[src/logic/ldsc_pkg.sv]
// ldsc_pkg: constants for the legacy display status and control registers.
// assumes an 8-bit host port with 16-bit legacy i/o addresses.
package ldsc_pkg;

	// ==========================================================
	// port widths
	localparam int ADDR_W = 16;
	localparam int DATA_W = 8;

	// ==========================================================
	// i/o addresses
	localparam logic [15:0] MISC_WR_ADDR = 16'h03C2;
	localparam logic [15:0] MISC_RD_ADDR = 16'h03CC;
	localparam logic [15:0] FEAT_RD_ADDR = 16'h03CA;
	localparam logic [15:0] STAT_MONO_ADDR = 16'h03BA;
	localparam logic [15:0] STAT_COLOUR_ADDR = 16'h03DA;

	// ==========================================================
	// reset values
	localparam logic [7:0] MISC_RESET = 8'h00;
	localparam logic [7:0] FEAT_RESET = 8'h00;
	localparam logic [7:0] RDATA_RESET = 8'h00;

	// ==========================================================
	// field positions
	localparam int MISC_COLOUR_BIT = 0;
	localparam int MISC_HPOL_BIT = 6;
	localparam int MISC_VPOL_BIT = 7;
	localparam int FEAT_KEEP_BIT = 3;
	localparam logic [7:0] FEAT_WR_MASK = 8'h08;
	localparam int STAT_BLANK_BIT = 0;
	localparam int STAT_VRETRACE_BIT = 3;

	// ==========================================================
	// synchroniser depth
	localparam int SYNC_STAGES = 2;

endpackage : ldsc_pkg

[src/logic/ldsc_regs.sv]
// ldsc_regs: legacy display retrace status, feature control and misc output.
// assumes host strobes are one cycle and never overlap; blanking levels
// come from other clock domains and are synchronised here.
//
// Operation
// status bits 2:1 always read zero
// status bit 0 set during any retrace
// status bit 0 clear during active display
// legacy disabled: retrace taken from assigned pipe
// feature write at status port, read 3CAh
// feature bits 7:4 and 2:0 read zero
// feature bit 3 plain storage, no effect
// misc written 3C2h, read 3CCh, reset 00h
// misc bit 7: vsync polarity in native mode
// misc polarities only in native mode, else port
// status port address chosen by emulation mode
//
// Implementation choice: the strobed register port.
`timescale 1ns/1ps
module ldsc_regs (
	// clock and reset
	input logic core_clk,
	input logic rst,
	// host register port
	input logic [ldsc_pkg::ADDR_W-1:0] addr,
	input logic [ldsc_pkg::DATA_W-1:0] wdata,
	input logic wr,
	input logic rd,
	output logic [ldsc_pkg::DATA_W-1:0] rdata,
	// timing sources
	input logic legacy_enable,
	input logic legacy_hblank,
	input logic legacy_vblank,
	input logic pipe_hblank,
	input logic pipe_vblank,
	// sync polarity
	input logic legacy_native,
	input logic port_hsync_neg,
	input logic port_vsync_neg,
	output logic hsync_neg,
	output logic vsync_neg,
	output logic colour_emulation
);
	import ldsc_pkg::*;

	// ==========================================================
	// address decode helper
	function automatic logic is_status_addr(input logic [ADDR_W-1:0] a, input logic colour);
		logic [ADDR_W-1:0] want;
		want = colour ? STAT_COLOUR_ADDR : STAT_MONO_ADDR;
		is_status_addr = (a == want);
	endfunction : is_status_addr

	// ==========================================================
	// synchronised blanking levels
	logic [3:0] blank_s;
	logic leg_h;
	logic leg_v;
	logic pipe_h;
	logic pipe_v;
	logic sel_h;
	logic sel_v;

	ldsc_sync #(
		.WIDTH(4)
	) u_sync (
		.core_clk(core_clk),
		.rst(rst),
		.async_in({pipe_vblank, pipe_hblank, legacy_vblank, legacy_hblank}),
		.sync_out(blank_s)
	);

	assign leg_h = blank_s[0];
	assign leg_v = blank_s[1];
	assign pipe_h = blank_s[2];
	assign pipe_v = blank_s[3];

	// status keeps running from the pipe when the legacy engine is off
	always_comb
	begin
		sel_h = legacy_enable ? leg_h : pipe_h;
		sel_v = legacy_enable ? leg_v : pipe_v;
	end

	// ==========================================================
	// registers
	logic [DATA_W-1:0] misc_output_control;
	logic [DATA_W-1:0] feature_control;
	logic [DATA_W-1:0] next_misc;
	logic [DATA_W-1:0] next_feature;
	logic [DATA_W-1:0] next_rdata;
	logic [DATA_W-1:0] retrace_status;
	logic next_hsync_neg;
	logic next_vsync_neg;
	logic next_colour;
	logic colour_sel;

	assign colour_sel = misc_output_control[MISC_COLOUR_BIT];

	always_comb
	begin
		retrace_status = '0;
		retrace_status[STAT_BLANK_BIT] = sel_h | sel_v;
		retrace_status[STAT_VRETRACE_BIT] = sel_v;
	end

	always_comb
	begin
		next_misc = misc_output_control;
		next_feature = feature_control;
		if (wr && addr == MISC_WR_ADDR)
		begin
			next_misc = wdata;
		end
		else if (wr && is_status_addr(addr, colour_sel))
		begin
			// only bit 3 is storage; the connector bits are absent
			next_feature = wdata & FEAT_WR_MASK;
		end
	end

	// read data lives for exactly one cycle; zero otherwise
	always_comb
	begin
		next_rdata = RDATA_RESET;
		if (rd && addr == MISC_RD_ADDR)
		begin
			next_rdata = misc_output_control;
		end
		else if (rd && addr == FEAT_RD_ADDR)
		begin
			next_rdata = feature_control;
		end
		else if (rd && is_status_addr(addr, colour_sel))
		begin
			next_rdata = retrace_status;
		end
	end

	// feature bit 3 feeds nothing here by design
	always_comb
	begin
		next_colour = colour_sel;
		if (legacy_native)
		begin
			next_hsync_neg = misc_output_control[MISC_HPOL_BIT];
			next_vsync_neg = misc_output_control[MISC_VPOL_BIT];
		end
		else
		begin
			next_hsync_neg = port_hsync_neg;
			next_vsync_neg = port_vsync_neg;
		end
	end

	always_ff @(posedge core_clk or posedge rst)
	begin
		if (rst)
		begin
			misc_output_control <= MISC_RESET;
			feature_control <= FEAT_RESET;
			rdata <= RDATA_RESET;
			hsync_neg <= 1'b0;
			vsync_neg <= 1'b0;
			colour_emulation <= 1'b0;
		end
		else
		begin
			misc_output_control <= next_misc;
			feature_control <= next_feature;
			rdata <= next_rdata;
			hsync_neg <= next_hsync_neg;
			vsync_neg <= next_vsync_neg;
			colour_emulation <= next_colour;
		end
	end

	// ==========================================================
	// assertions
	property p_stat_zero;
		@(posedge core_clk) disable iff (rst)
		(rd && is_status_addr(addr, colour_sel)) |=> (rdata[2:1] == 2'h0);
	endproperty
	a_stat_zero: assert property (p_stat_zero)
		else $error("status bits 2:1 not zero");

	property p_blank_set;
		@(posedge core_clk) disable iff (rst)
		(rd && is_status_addr(addr, colour_sel) && (sel_h || sel_v)) |=> rdata[0];
	endproperty
	a_blank_set: assert property (p_blank_set)
		else $error("status bit 0 clear during retrace");

	property p_blank_clear;
		@(posedge core_clk) disable iff (rst)
		(rd && is_status_addr(addr, colour_sel) && !sel_h && !sel_v) |=> !rdata[0];
	endproperty
	a_blank_clear: assert property (p_blank_clear)
		else $error("status bit 0 set during active display");

	property p_pipe_src;
		@(posedge core_clk) disable iff (rst)
		(!legacy_enable && rd && is_status_addr(addr, colour_sel))
			|=> (rdata[0] == $past(pipe_h | pipe_v) && rdata[3] == $past(pipe_v));
	endproperty
	a_pipe_src: assert property (p_pipe_src)
		else $error("status not taken from pipe");

	property p_feat_wr;
		@(posedge core_clk) disable iff (rst)
		(wr && addr != MISC_WR_ADDR && is_status_addr(addr, colour_sel))
			##1 (rd && addr == FEAT_RD_ADDR)
			|=> (rdata == ($past(wdata, 2) & FEAT_WR_MASK));
	endproperty
	a_feat_wr: assert property (p_feat_wr)
		else $error("feature write not read back at 3CAh");

	property p_feat_zero;
		@(posedge core_clk) disable iff (rst)
		(rd && addr == FEAT_RD_ADDR) |=> (rdata[7:4] == 4'h0 && rdata[2:0] == 3'h0);
	endproperty
	a_feat_zero: assert property (p_feat_zero)
		else $error("feature reserved bits not zero");

	property p_feat_keep;
		@(posedge core_clk) disable iff (rst)
		!(wr && is_status_addr(addr, colour_sel)) |=> $stable(feature_control);
	endproperty
	a_feat_keep: assert property (p_feat_keep)
		else $error("feature bit changed without write");

	property p_misc_rw;
		@(posedge core_clk) disable iff (rst)
		(wr && addr == MISC_WR_ADDR) ##1 (rd && addr == MISC_RD_ADDR)
			|=> (rdata == $past(wdata, 2));
	endproperty
	a_misc_rw: assert property (p_misc_rw)
		else $error("misc write not read back at 3CCh");

	property p_vpol_native;
		@(posedge core_clk) disable iff (rst)
		legacy_native |=> (vsync_neg == $past(misc_output_control[MISC_VPOL_BIT]));
	endproperty
	a_vpol_native: assert property (p_vpol_native)
		else $error("native vsync polarity wrong");

	property p_pol_port;
		@(posedge core_clk) disable iff (rst)
		!legacy_native |=> (vsync_neg == $past(port_vsync_neg)
			&& hsync_neg == $past(port_hsync_neg));
	endproperty
	a_pol_port: assert property (p_pol_port)
		else $error("port polarity not applied");

	property p_stat_other;
		@(posedge core_clk) disable iff (rst)
		(rd && addr == (colour_sel ? STAT_MONO_ADDR : STAT_COLOUR_ADDR)) |=> (rdata == 8'h00);
	endproperty
	a_stat_other: assert property (p_stat_other)
		else $error("status answered at wrong emulation port");

	property p_rdata_idle;
		@(posedge core_clk) disable iff (rst)
		!rd |=> (rdata == RDATA_RESET);
	endproperty
	a_rdata_idle: assert property (p_rdata_idle)
		else $error("read data not idle outside answer cycle");

	property p_misc_wr;
		@(posedge core_clk) disable iff (rst)
		(wr && addr == MISC_WR_ADDR) |=> (misc_output_control == $past(wdata));
	endproperty
	a_misc_wr: assert property (p_misc_wr)
		else $error("misc write not stored");

	property p_misc_keep;
		@(posedge core_clk) disable iff (rst)
		!(wr && addr == MISC_WR_ADDR) |=> $stable(misc_output_control);
	endproperty
	a_misc_keep: assert property (p_misc_keep)
		else $error("misc changed without write");

	property p_hpol_native;
		@(posedge core_clk) disable iff (rst)
		legacy_native |=> (hsync_neg == $past(misc_output_control[MISC_HPOL_BIT]));
	endproperty
	a_hpol_native: assert property (p_hpol_native)
		else $error("native hsync polarity wrong");

	property p_vert_bit;
		@(posedge core_clk) disable iff (rst)
		(rd && is_status_addr(addr, colour_sel)) |=> (rdata[STAT_VRETRACE_BIT] == $past(sel_v));
	endproperty
	a_vert_bit: assert property (p_vert_bit)
		else $error("vertical retrace bit not from selected source");

	property p_colour_copy;
		@(posedge core_clk) disable iff (rst)
		!rst |=> (colour_emulation == $past(colour_sel));
	endproperty
	a_colour_copy: assert property (p_colour_copy)
		else $error("emulation select output lags misc");

	property p_feat_store;
		@(posedge core_clk) disable iff (rst)
		(wr && addr != MISC_WR_ADDR && is_status_addr(addr, colour_sel))
			|=> (feature_control[FEAT_KEEP_BIT] == $past(wdata[FEAT_KEEP_BIT]));
	endproperty
	a_feat_store: assert property (p_feat_store)
		else $error("feature bit 3 not stored");

endmodule : ldsc_regs

[src/logic/ldsc_sync.sv]
// ldsc_sync: two-flop synchroniser for a bundle of independent levels.
// assumes each bit is a slow level; multi-bit words are not kept coherent.
`timescale 1ns/1ps
module ldsc_sync #(
	parameter int WIDTH = 4
) (
	// clock and reset
	input logic core_clk,
	input logic rst,
	// levels
	input logic [WIDTH-1:0] async_in,
	output logic [WIDTH-1:0] sync_out
);
	import ldsc_pkg::*;

	logic [WIDTH-1:0] stage1;
	logic [WIDTH-1:0] next_stage1;
	logic [WIDTH-1:0] next_sync_out;

	// ==========================================================
	// next values
	always_comb
	begin
		next_stage1 = async_in;
		// first stage feeds only the second
		next_sync_out = stage1;
	end

	// ==========================================================
	// registers
	always_ff @(posedge core_clk or posedge rst)
	begin
		if (rst)
		begin
			stage1 <= '0;
			sync_out <= '0;
		end
		else
		begin
			stage1 <= next_stage1;
			sync_out <= next_sync_out;
		end
	end

endmodule : ldsc_sync

[config.mk]
export PLATFORM = sky130hd
export DESIGN_NAME = ldsc_regs
export DESIGN_NICKNAME = d
export VERILOG_FILES = /design/src/logic/ldsc_pkg.sv /design/src/logic/ldsc_regs.sv /design/src/logic/ldsc_sync.sv
export SDC_FILE = /design/constraint.sdc
export NUM_CORES = 1
export LEC_CHECK = 0
export BUFFER_PORTS_ARGS = -buffer_cell sky130_fd_sc_hd__buf_2
export CAP_MARGIN = 40
export CORE_MARGIN = 8
export CORE_UTILIZATION = 52
export CTS_BUF_LIST = sky130_fd_sc_hd__clkbuf_2 sky130_fd_sc_hd__clkbuf_4 sky130_fd_sc_hd__clkbuf_8
export CTS_CLUSTER_DIAMETER = 80
export DETAILED_ROUTE_END_ITERATION = 10
export GPL_TIMING_DRIVEN = 0
export HOLD_SLACK_MARGIN = 0.03
export PLACE_DENSITY_LB_ADDON = 0.1
export REMOVE_ABC_BUFFERS = 1
export SLEW_MARGIN = 10
export SYNTH_ARGS = -nofsm -noshare
export SYNTH_HDL_FRONTEND = slang
export SYNTH_SLANG_ARGS = --single-unit
[constraint.sdc]
create_clock -name core_clk -period 2.8 [get_ports core_clk]
set_input_delay 0 -clock core_clk [delete_from_list [all_inputs] [get_ports core_clk]]
set_output_delay 0 -clock core_clk [all_outputs]
set_load 0.005 [all_outputs]
==> summary.txt, run 1 <==
Outcome
  – Outcome: finished clean

Global route
  – Gr usage total: 0.142
  – Initial antenna violation count: 0
  – Total congestion overflow: 0
  – First-pass GRT wire length: 4040 um
  – Pin count of the biggest net entering global routing: 18
  – Vias in the first global route: 957

CTS
  – H-tree Lvls: 1
  – TritonCTS buffer count: 3
  – Clk sinks: 28
  – Clock root buffer: clkbuf_4
  – Post-CTS setup buffers: 0
  – CTS tree: done
  – Longest Clk Path Bufs: 2
  – Clk pin slew, worst setup/hold paths: 0.13 ns
  – Clk_lat worst skew: 0.31 ns

Detailed routing
  – ANT nets after route: 0
  – Via count: between 800 and 900
  – DRC: 0
  – Drt total wl: roughly 2500 um
  – Router iterations before antenna repair: 4
  – Routed vias/inst: roughly 5
  – Routed len/inst: between 15 and 20 um
  – Iter 0 DRT Violations: 20

Timing
  – Final Skew: 0.00139 ns
  – Max Freq: about 500 MHz
  – Actual slew at the worst max-slew pin: between 0.6 and 0.7 ns
  – Tmin final: a little over 2 ns
  – Final WS setup: between 0.7 and 0.8 ns
  – Slew Viols, Final: 0
  – Final setup viols: 0
  – Setup_tns: 0 ns
  – Period Utilization, post-route: 0.719
  – RSZ-0062 raised after global routing: no
  – Hold Fails Final Rpt: 0
  – Worst slew margin: 0.566

Power and ir drop
  – Sw Share: 0.206
  – Peak VDD IR: around 350 uV
  – Seq pwr share: 0.648
  – Sw Pwr: 0.131 mW
  – Pleak: roughly 0.85 nW
  – Power per Cell Area: 406 nW/um^2
  – P_int: between 0.5 and 0.6 mW
  – Clock share of power: 0.238
  – Combinational Power Share: 0.114

Critical path
  – Critical path's top delay family: buffers and inverters
  – Crit-path max FO: 5
  – Crit path DAT: 2.22 ns
  – Worst Setup Start Kind: flip-flop
  – Worst EP required: between 3 and 4 ns
  – CP Cell Sequence: and3b_1 -> o2111a_1 -> nand3_1 -> mux2_2 -> dlygate4sd3_1
  – Slowest stage delay, CP: 0.55 ns
  – CP max stage cell: dlygate4sd3_1
  – CP Class: reg2reg
  – Buffer and inverter count on the worst path: 1
  – Worst Setup End Kind: flip-flop

Final layout
  – Area grow syn2layout: 45.8%
  – Fraction of layout cells with a size suffix above 1: 0.493
  – Nets: approximately 180
  – Ant diodes: 0
  – Storage cell area: about 700 sq um
  – Fillers: about 130
  – Final cell count without fillers: ~170
  – Util after Layout: 0.802
  – Most common cell after layout, fill and taps aside: buf_2
  – Most frequent cells in the layout: 46 x buf_2, 28 x dfrtp_1, 18 x dlygate4sd3_1, 11 x mux2_2, 6 x and2_1
  – Multi-input gate area: ~370 sq um

Logic synthesis
  – Synthesis Warnings: 0
  – Mean Syn Cell Area: 15.4 sq um
  – Netlist Area Pre-Place: around 1100 sq um
  – Post-synth cell types: 23
  – Sequential-to-total area share from yosys stat: 0.650
  – Yosys reg bits: 28
  – Synthesized instance count: 70

Place
  – Placed instance count: about 140
  – I/O Buffers: 46
  – DP Worst Slack: roughly 1.3 ns
  – Final HPWL from detailed placement: about 1800 um
  – Routability Congestion: 0.776

Floorplan
  – Num rows: 16
  – Die W: approximately 62 um
  – Core area: 1960 sq um
  – Area of the die: 3790 sq um
  – Ports: 47
  – Initial core utilization: 0.550
  – Die Y: just over 60 um

Worst hold path
  – Hold WC Path Type: in2reg

Job
  – Max Cap Viol: 0
==> routing by layer <==
metal,part of all wire,wire length (um),track usage
met5,0,0,0
met4,0.0024,6,0.0390
met3,0.11,274,0.0459
met2,0.52,1330,0.261
met1,0.37,937,0.149
==> flip-flops by register name, indices dropped and copies added (netlist names) <==
name                  cells
vsync_neg                 1
u_sync.next_sync_out      4
misc_output_control       8
u_sync.sync_out           4
rdata                     8
colour_emulation          1
feature_control           1
hsync_neg                 1
==> final timing paths <==
check,from,end,slack (ns),cells past startpoint
min in group asynchronous,rst,u_sync.next_sync_out[3],0.26,3
setup / recovery,misc_output_control[0],feature_control[3],0.79,5
hold reg to reg,u_sync.next_sync_out[2],u_sync.sync_out[2],0.37,0
hold / removal,rd,rdata[3],0.08,4
max in group asynchronous,rst,misc_output_control[4],2.07,4
setup reg to reg,misc_output_control[0],feature_control[3],0.79,5
==> kinds of logic after synthesis <==
group           Yosys count  share of synthesized area
flops                    28                      0.650
simple gates             25                      0.188
mux                      12                      0.124
compound gates            4                     0.0348
buf+inv                   1                    0.00348
==> cell usage after synthesis, drive strengths merged <==
| cell | count | area share |
|---|---|---|
| a21oi | 1 | 0.0046 |
| a32o | 1 | 0.0093 |
| and2 | 6 | 0.035 |
| and2b | 1 | 0.0081 |
| and3b | 1 | 0.0081 |
| and4b | 1 | 0.013 |
| and4bb | 2 | 0.023 |
| dfrtp | 28 | 0.65 |
| inv | 1 | 0.0035 |
| mux2 | 11 | 0.11 |
| mux2i | 1 | 0.0093 |
| nand2 | 1 | 0.0035 |
| nand2b | 1 | 0.0058 |
| nand3 | 3 | 0.014 |
| nand3b | 1 | 0.0070 |
| nand4b | 1 | 0.022 |
| nor2 | 2 | 0.0070 |
| nor2b | 1 | 0.0058 |
| nor3 | 2 | 0.0093 |
| nor3b | 1 | 0.0070 |
| nor4 | 1 | 0.020 |
| o2111a | 1 | 0.010 |
| o221a | 1 | 0.010 |
==> tightest hold or removal path, delay by kind of cell <==
family	cells	cell delay, ns
AND/OR/NAND/NOR	2	0.15
buffers and inverters	1	0.10
AO/OA/AOI/OAI	1	0.12
==> power by group through the flow <==
stage | Combinational, mW | Clock [mW] | Sequential, mW
2_1_floorplan | 0.0170 | 0 | 0.421
6_report | 0.0729 | 0.152 | 0.414
5_1_grt | 0.0799 | 0.174 | 0.415
3_5_place_dp | 0.0544 | 0 | 0.421
3_3_place_gp | 0.0467 | 0 | 0.421
4_1_cts | 0.0727 | 0.160 | 0.414
==> through the flow <==
step,hold slack (ns),cell area [sq um],total power [mW]
final,0.0819,1570,0.638
after global placement,0.108,1340,0.468
after global routing,0.0671,1570,0.669
after floorplan,0.0314,1080,0.438
after detailed placement,0.0732,1370,0.476
after CTS,0.0697,1570,0.646
==> layout make-up <==
| type | instances | area share |
|---|---|---|
| clock buffers | 3 | 0.0143 |
| flip-flops and latches | 28 | 0.446 |
| repair buffers | 65 | 0.278 |
| multi-input cells | 41 | 0.238 |
| well taps | 27 | 0.0215 |
| inverters | 1 | 0.00239 |
==> what timing repair did <==
action | CTS | global route
hold buffers | 18 | 0
gates resized for setup | 0 | 0
hold endpoints to repair | 26 | 0
Note: power is estimated with default switching activity, not from simulation.
==> run 2: changes to the inputs <==
CORE_UTILIZATION = 43   (was 52)
clock period = 1.7 ns   (was 2.8 ns; I/O delays follow)
==> run 2 against run 1 <==
Net effect:
- global-route usage fell by 3.2 points
- sequential cell count is the same
- via count down 4.4%
- first-iteration DRC count rose by 5.0%
- die area is 15% higher
- sequential share of layout area down 0.21 points
- register-to-register slack got worse by 0.51 ns
- sequential power grew 64%
- non-clock buffer count shrank 1
- clock skew hardly changed
- worst setup slack got worse by 0.51 ns
- largest power group unchanged
==> summary.txt, run 2 (synthesized netlist as in run 1, its figures left out) <==
Floorplan
  – Initial core utilization: 0.443
  – Die W: between 60 and 70 um
  – Die Y: approximately 66 um
  – Num rows: 18
  – Core area: between 2000 and 2500 sq um
  – Area of the die: ~4400 sq um
  – Ports: 47

Power and ir drop
  – Peak VDD IR: roughly 560 uV
  – Combinational Power Share: 0.107
  – Pleak: between 0.8 and 0.9 nW
  – Seq pwr share: 0.615
  – Sw Share: 0.203
  – Sw Pwr: ~0.23 mW
  – P_int: just under 0.9 mW
  – Power per Cell Area: 701 nW/um^2
  – Clock share of power: 0.279

CTS
  – Clk pin slew, worst setup/hold paths: 0.14 ns
  – TritonCTS buffer count: 3
  – Clk_lat worst skew: roughly 0.31 ns
  – Clock root buffer: clkbuf_4
  – CTS tree: done
  – Clk sinks: 28
  – H-tree Lvls: 1
  – Post-CTS setup buffers: 0
  – Longest Clk Path Bufs: 2

Detailed routing
  – Routed vias/inst: 4.76
  – Iter 0 DRT Violations: 21
  – Drt total wl: 2360 um
  – DRC: 0
  – Router iterations before antenna repair: 2
  – Via count: 800
  – ANT nets after route: 0
  – Routed len/inst: 14.0 um

Global route
  – Vias in the first global route: 838
  – First-pass GRT wire length: 3810 um
  – Initial antenna violation count: 0
  – Gr usage total: 0.110
  – Total congestion overflow: 0
  – Pin count of the biggest net entering global routing: 23

Final layout
  – Fillers: ~210
  – Final cell count without fillers: ~170
  – Ant diodes: 0
  – Top Registers: misc_output_control x8, rdata x8
  – Fraction of layout cells with a size suffix above 1: 0.500
  – Fin area: 1580 sq um
  – Area grow syn2layout: 46.5%
  – Most common cell after layout, fill and taps aside: buf_2
  – Most frequent cells in the layout: 46 x buf_2, 28 x dfrtp_1, 17 x dlygate4sd3_1, 11 x mux2_2, 6 x and2_1
  – Nets: about 180

Timing
  – Final setup viols: 0
  – Final WS setup: roughly 0.28 ns
  – Slew Viols, Final: 0
  – Final Skew: roughly 0.001 ns
  – Period Utilization, post-route: 0.835
  – Actual slew at the worst max-slew pin: 0.668 ns
  – RSZ-0062 raised after global routing: no
  – Hold Fails Final Rpt: 0
  – Setup_tns: 0 ns
  – Worst slew margin: 0.551
  – Tmin final: approximately 1.4 ns
  – WHS: roughly 0.046 ns
  – Max Freq: 705 MHz

Critical path
  – Worst Setup Start Kind: flip-flop
  – Crit path DAT: around 1.6 ns
  – Worst EP required: ~1.9 ns
  – Crit-path max FO: 5
  – Worst Setup End Kind: flip-flop
  – CP Class: reg2reg

Place
  – I/O Buffers: 46
  – Routability Congestion: 0.726
  – Final HPWL from detailed placement: roughly 1800 um
  – DP Worst Slack: approximately 0.23 ns
  – Placed Area: between 1000 and 1500 sq um
  – Placed instance count: 147

Outcome
  – Outcome: finished clean

Job
  – Max Cap Viol: 0

Worst hold path
  – Hold WC Path Type: in2reg
[run 2: cell types whose count changed in the layout (fill, tap and decap cells not counted)]
cell           before  now
clkbuf_8            0    1
dlygate4sd3_1      18   17
[run 2: area by class of cell]
cell class,instances,area [sq um],area share
Inverter,1,3.75,0.00238
Sequential cell,28,701,0.443
Timing Repair Buffer,64,428,0.271
Tap cell,30,37.5,0.0238
Multi-Input combinational cell,41,374,0.237
Clock buffer,4,36.3,0.0230
[run 2: path summary, 6_finish.rpt]
| kind | start | to | slack [ns] | cells after the start |
|---|---|---|---|---|
| min in group asynchronous | rst | rdata[1] | 0.18 | 3 |
| min | addr[3] | feature_control[3] | 0.05 | 3 |
| max in group asynchronous | rst | rdata[0] | 1.11 | 4 |
| max reg2reg | misc_output_control[0] | feature_control[3] | 0.28 | 4 |
| min reg2reg | u_sync.next_sync_out[0] | u_sync.sync_out[0] | 0.36 | 0 |
| max | misc_output_control[0] | feature_control[3] | 0.28 | 4 |
[run 2: metal layers]
layer,vias to the layer above,part of all wire,GRT usage
met5,-,0,0
met4,0,0.0034,0.0320
met3,2,0.098,0.0475
met2,24,0.53,0.198
met1,381,0.37,0.112
li1,393,-,-
[run 2: power groups by stage]
stage / clock network (mW) / logic, mW / registers (mW)
3_5_place_dp: 0 / 0.0898 / 0.695
2_1_floorplan: 0 / 0.0279 / 0.694
4_1_cts: 0.324 / 0.120 / 0.682
5_1_grt: 0.342 / 0.131 / 0.683
6_report: 0.309 / 0.118 / 0.681
3_3_place_gp: 0 / 0.0787 / 0.694
[run 2: worst max-delay path, stage by stage, from the launching register on]
cell,delay [ns]
dfrtp_1,0.44
and3b_1,0.19
o2111a_1,0.26
nand3_1,0.10
mux2_2,0.34
[run 2: per-stage QoR]
step / utilization / power [mW]
CTS: 0.650 / 1.13
global route: 0.650 / 1.16
floorplan: - / 0.722
global placement: 0.553 / 0.773
detailed placement: 0.565 / 0.784
finish: 0.650 / 1.11
[run 2: timing repair]
action                     in CTS  in global routing
hold endpoints to repair       43                  0
hold buffers                   17                  0
resized for setup               0                  0
setup endpoints to repair       0                  0
==> run 3: changes to the inputs <==
clock period = 1.3 ns   (was 1.7 ns; I/O delays follow)
==> run 3 against run 2 <==
Net effect:
- final cell count did not move
- critical endpoint is now rdata[3]
- highest routed layer unchanged
- clock power rose by 32%
- the run now ends with negative setup slack left
- power rose by 31%
- clock skew rose by 0.00094 ns
==> summary.txt, run 3 (synthesized netlist as in run 1, its figures left out) <==
Place
  – Routability Congestion: just over 0.7
  – Placed instance count: about 150
  – I/O Buffers: 46
  – Final HPWL from detailed placement: around 1800 um

Power and ir drop
  – Total power: 1.45 mW
  – Power per Cell Area: ~900 nW/um^2
  – Peak VDD IR: 734 uV
  – Sw Share: 0.206
  – Pleak: between 0.8 and 0.9 nW
  – Clock share of power: 0.280
  – Combinational Power Share: 0.106
  – Sw Pwr: around 0.30 mW
  – Seq pwr share: 0.613
  – P_int: 1.15 mW

CTS
  – Clk sinks: 28
  – Clk pin slew, worst setup/hold paths: about 0.14 ns
  – Longest Clk Path Bufs: 2
  – H-tree Lvls: 1
  – Clk_lat worst skew: slightly above 0.3 ns
  – TritonCTS buffer count: 3
  – CTS tree: done
  – Clock root buffer: clkbuf_4

Global route
  – Total congestion overflow: 0
  – Gr usage total: 0.111
  – First-pass GRT wire length: 3860 um
  – Pin count of the biggest net entering global routing: 23
  – Vias in the first global route: between 800 and 900
  – Initial antenna violation count: 0

Timing
  – Actual slew at the worst max-slew pin: just under 0.7 ns
  – Max Freq: 732 MHz
  – Worst slew margin: 0.545
  – RSZ-0062 raised after global routing: yes
  – Hold Fails Final Rpt: 0
  – Final setup viols: 2
  – Final WS setup: -0.0660 ns
  – Slew Viols, Final: 0
  – Period Utilization, post-route: 1.05
  – Final Skew: 0.00193 ns
  – Tmin final: between 1 and 1.5 ns

Final layout
  – Util after Layout: 0.654
  – Storage cell area: roughly 700 sq um
  – Nets: 175
  – Ant diodes: 0
  – Most common cell after layout, fill and taps aside: buf_2
  – Final cell count without fillers: 168
  – Area grow syn2layout: 47.6%
  – Multi-input gate area: 388 sq um
  – Fraction of layout cells with a size suffix above 1: 0.522
  – Top Registers: misc_output_control x8, rdata x8
  – Most frequent cells in the layout: 46 x buf_2, 28 x dfrtp_1, 16 x dlygate4sd3_1, 10 x mux2_2, 6 x and2_1
  – Fillers: a little over 200

Detailed routing
  – Routed len/inst: about 14 um
  – Routed vias/inst: roughly 4.8
  – Drt total wl: 2430 um
  – Router iterations before antenna repair: 3
  – DRC: 0
  – ANT nets after route: 0
  – Iter 0 DRT Violations: 34
  – Via count: 801

Critical path
  – R2r setup slk: -0.07 ns
  – CP Class: reg2reg
  – Worst Setup End Kind: flip-flop
  – Crit path DAT: between 1.5 and 2 ns
  – R2R depth: 4
  – Crit-path max FO: 3
  – Reg2reg start: misc_output_control[0]
  – Worst Setup Start Kind: flip-flop
  – Reg-to-reg endpoint: rdata[3]
  – Worst EP required: about 1.5 ns

Floorplan
  – Die W: around 66 um
  – Initial core utilization: 0.443
  – Ports: between 40 and 50
  – Core area: approximately 2400 sq um
  – Area of the die: between 4000 and 5000 sq um
  – Die Y: around 66 um
  – Num rows: 18

Worst hold path
  – Worst Hold Depth: 3
  – Hold WC Path Type: in2reg
  – HP Start: addr[3]
  – Worst min-delay path endpoint: feature_control[3]

Outcome
  – Failing checks: negative setup slack
  – Outcome: finished with violations

Job
  – Max Cap Viol: 0
==> run 3: changes by cell type in the layout (fill, tap and decap cells not counted) <==
cell and change:
dlygate4sd3_1 -1, nand3_1 -1, nand3_2 +1, nor3b_1 -1
buf_4 +1, mux2_4 +1, nor3b_2 +1, mux2_2 -1
==> run 3: area by class of cell <==
cell class | count | area share
Timing Repair Buffer | 64 | 0.267
Clock buffer | 4 | 0.0228
Tap cell | 30 | 0.0236
Inverter | 1 | 0.00236
Sequential cell | 28 | 0.440
Multi-Input combinational cell | 41 | 0.244
==> run 3: critical path: stages (launching register included) <==
cell and delay, ns:
dfrtp_1 0.43, and3b_1 0.17, o2111a_1 0.28, nor2b_1 0.15, o221a_2 0.24
==> run 3: timing repair <==
action	4_1_cts	5_1_grt
hold buffers	16	0
endpoints found under the setup margin	2	2
cloned	0	0
endpoints found under the hold margin	43	0
pin swaps	3	0
gates resized for setup	2	1
setup buffers	1	0
==> run 3: how the worst max path moves through the flow <==
stage,cells after the start,from,endpoint
5_1_grt,4,misc_output_control[0],rdata[3]
3_5_place_dp,5,addr[4],rdata[1]
6_report,4,misc_output_control[0],rdata[3]
4_1_cts,4,misc_output_control[0],rdata[3]
3_3_place_gp,5,addr[4],rdata[2]
2_1_floorplan,4,misc_output_control[0],feature_control[3]
==> run 3: power by group through the flow <==
stage                     sequential (mW)  combinational [mW]  clock (mW)
final                               0.891               0.154       0.407
after global routing                0.893               0.170       0.446
after CTS                           0.892               0.155       0.423
after detailed placement            0.908               0.117           0
after global placement              0.908               0.103           0
after floorplan                     0.907              0.0365           0
==> run 3: routing by layer <==
metal / global-route usage / vias up / routed length (um)
li1: - / 393 / -
met1: 0.114 / 382 / 895
met2: 0.200 / 24 / 1300
met3: 0.0475 / 2 / 231
met4: 0.0320 / 0 / 9
met5: 0 / - / 0
==> run 3: metrics by stage <==
stage          setup WS (ns)  TNS, ns  hold WS (ns)  area, sq um
6_report             -0.0660   -0.125        0.0528         1590
5_1_grt              -0.0953   -0.182        0.0399         1590
4_1_cts              -0.0454  -0.0885        0.0428         1590
3_5_place_dp          -0.167    -1.73       -0.0167         1370
3_3_place_gp          -0.200    -1.64         0.109         1350
2_1_floorplan        -0.0207  -0.0207        0.0314         1080
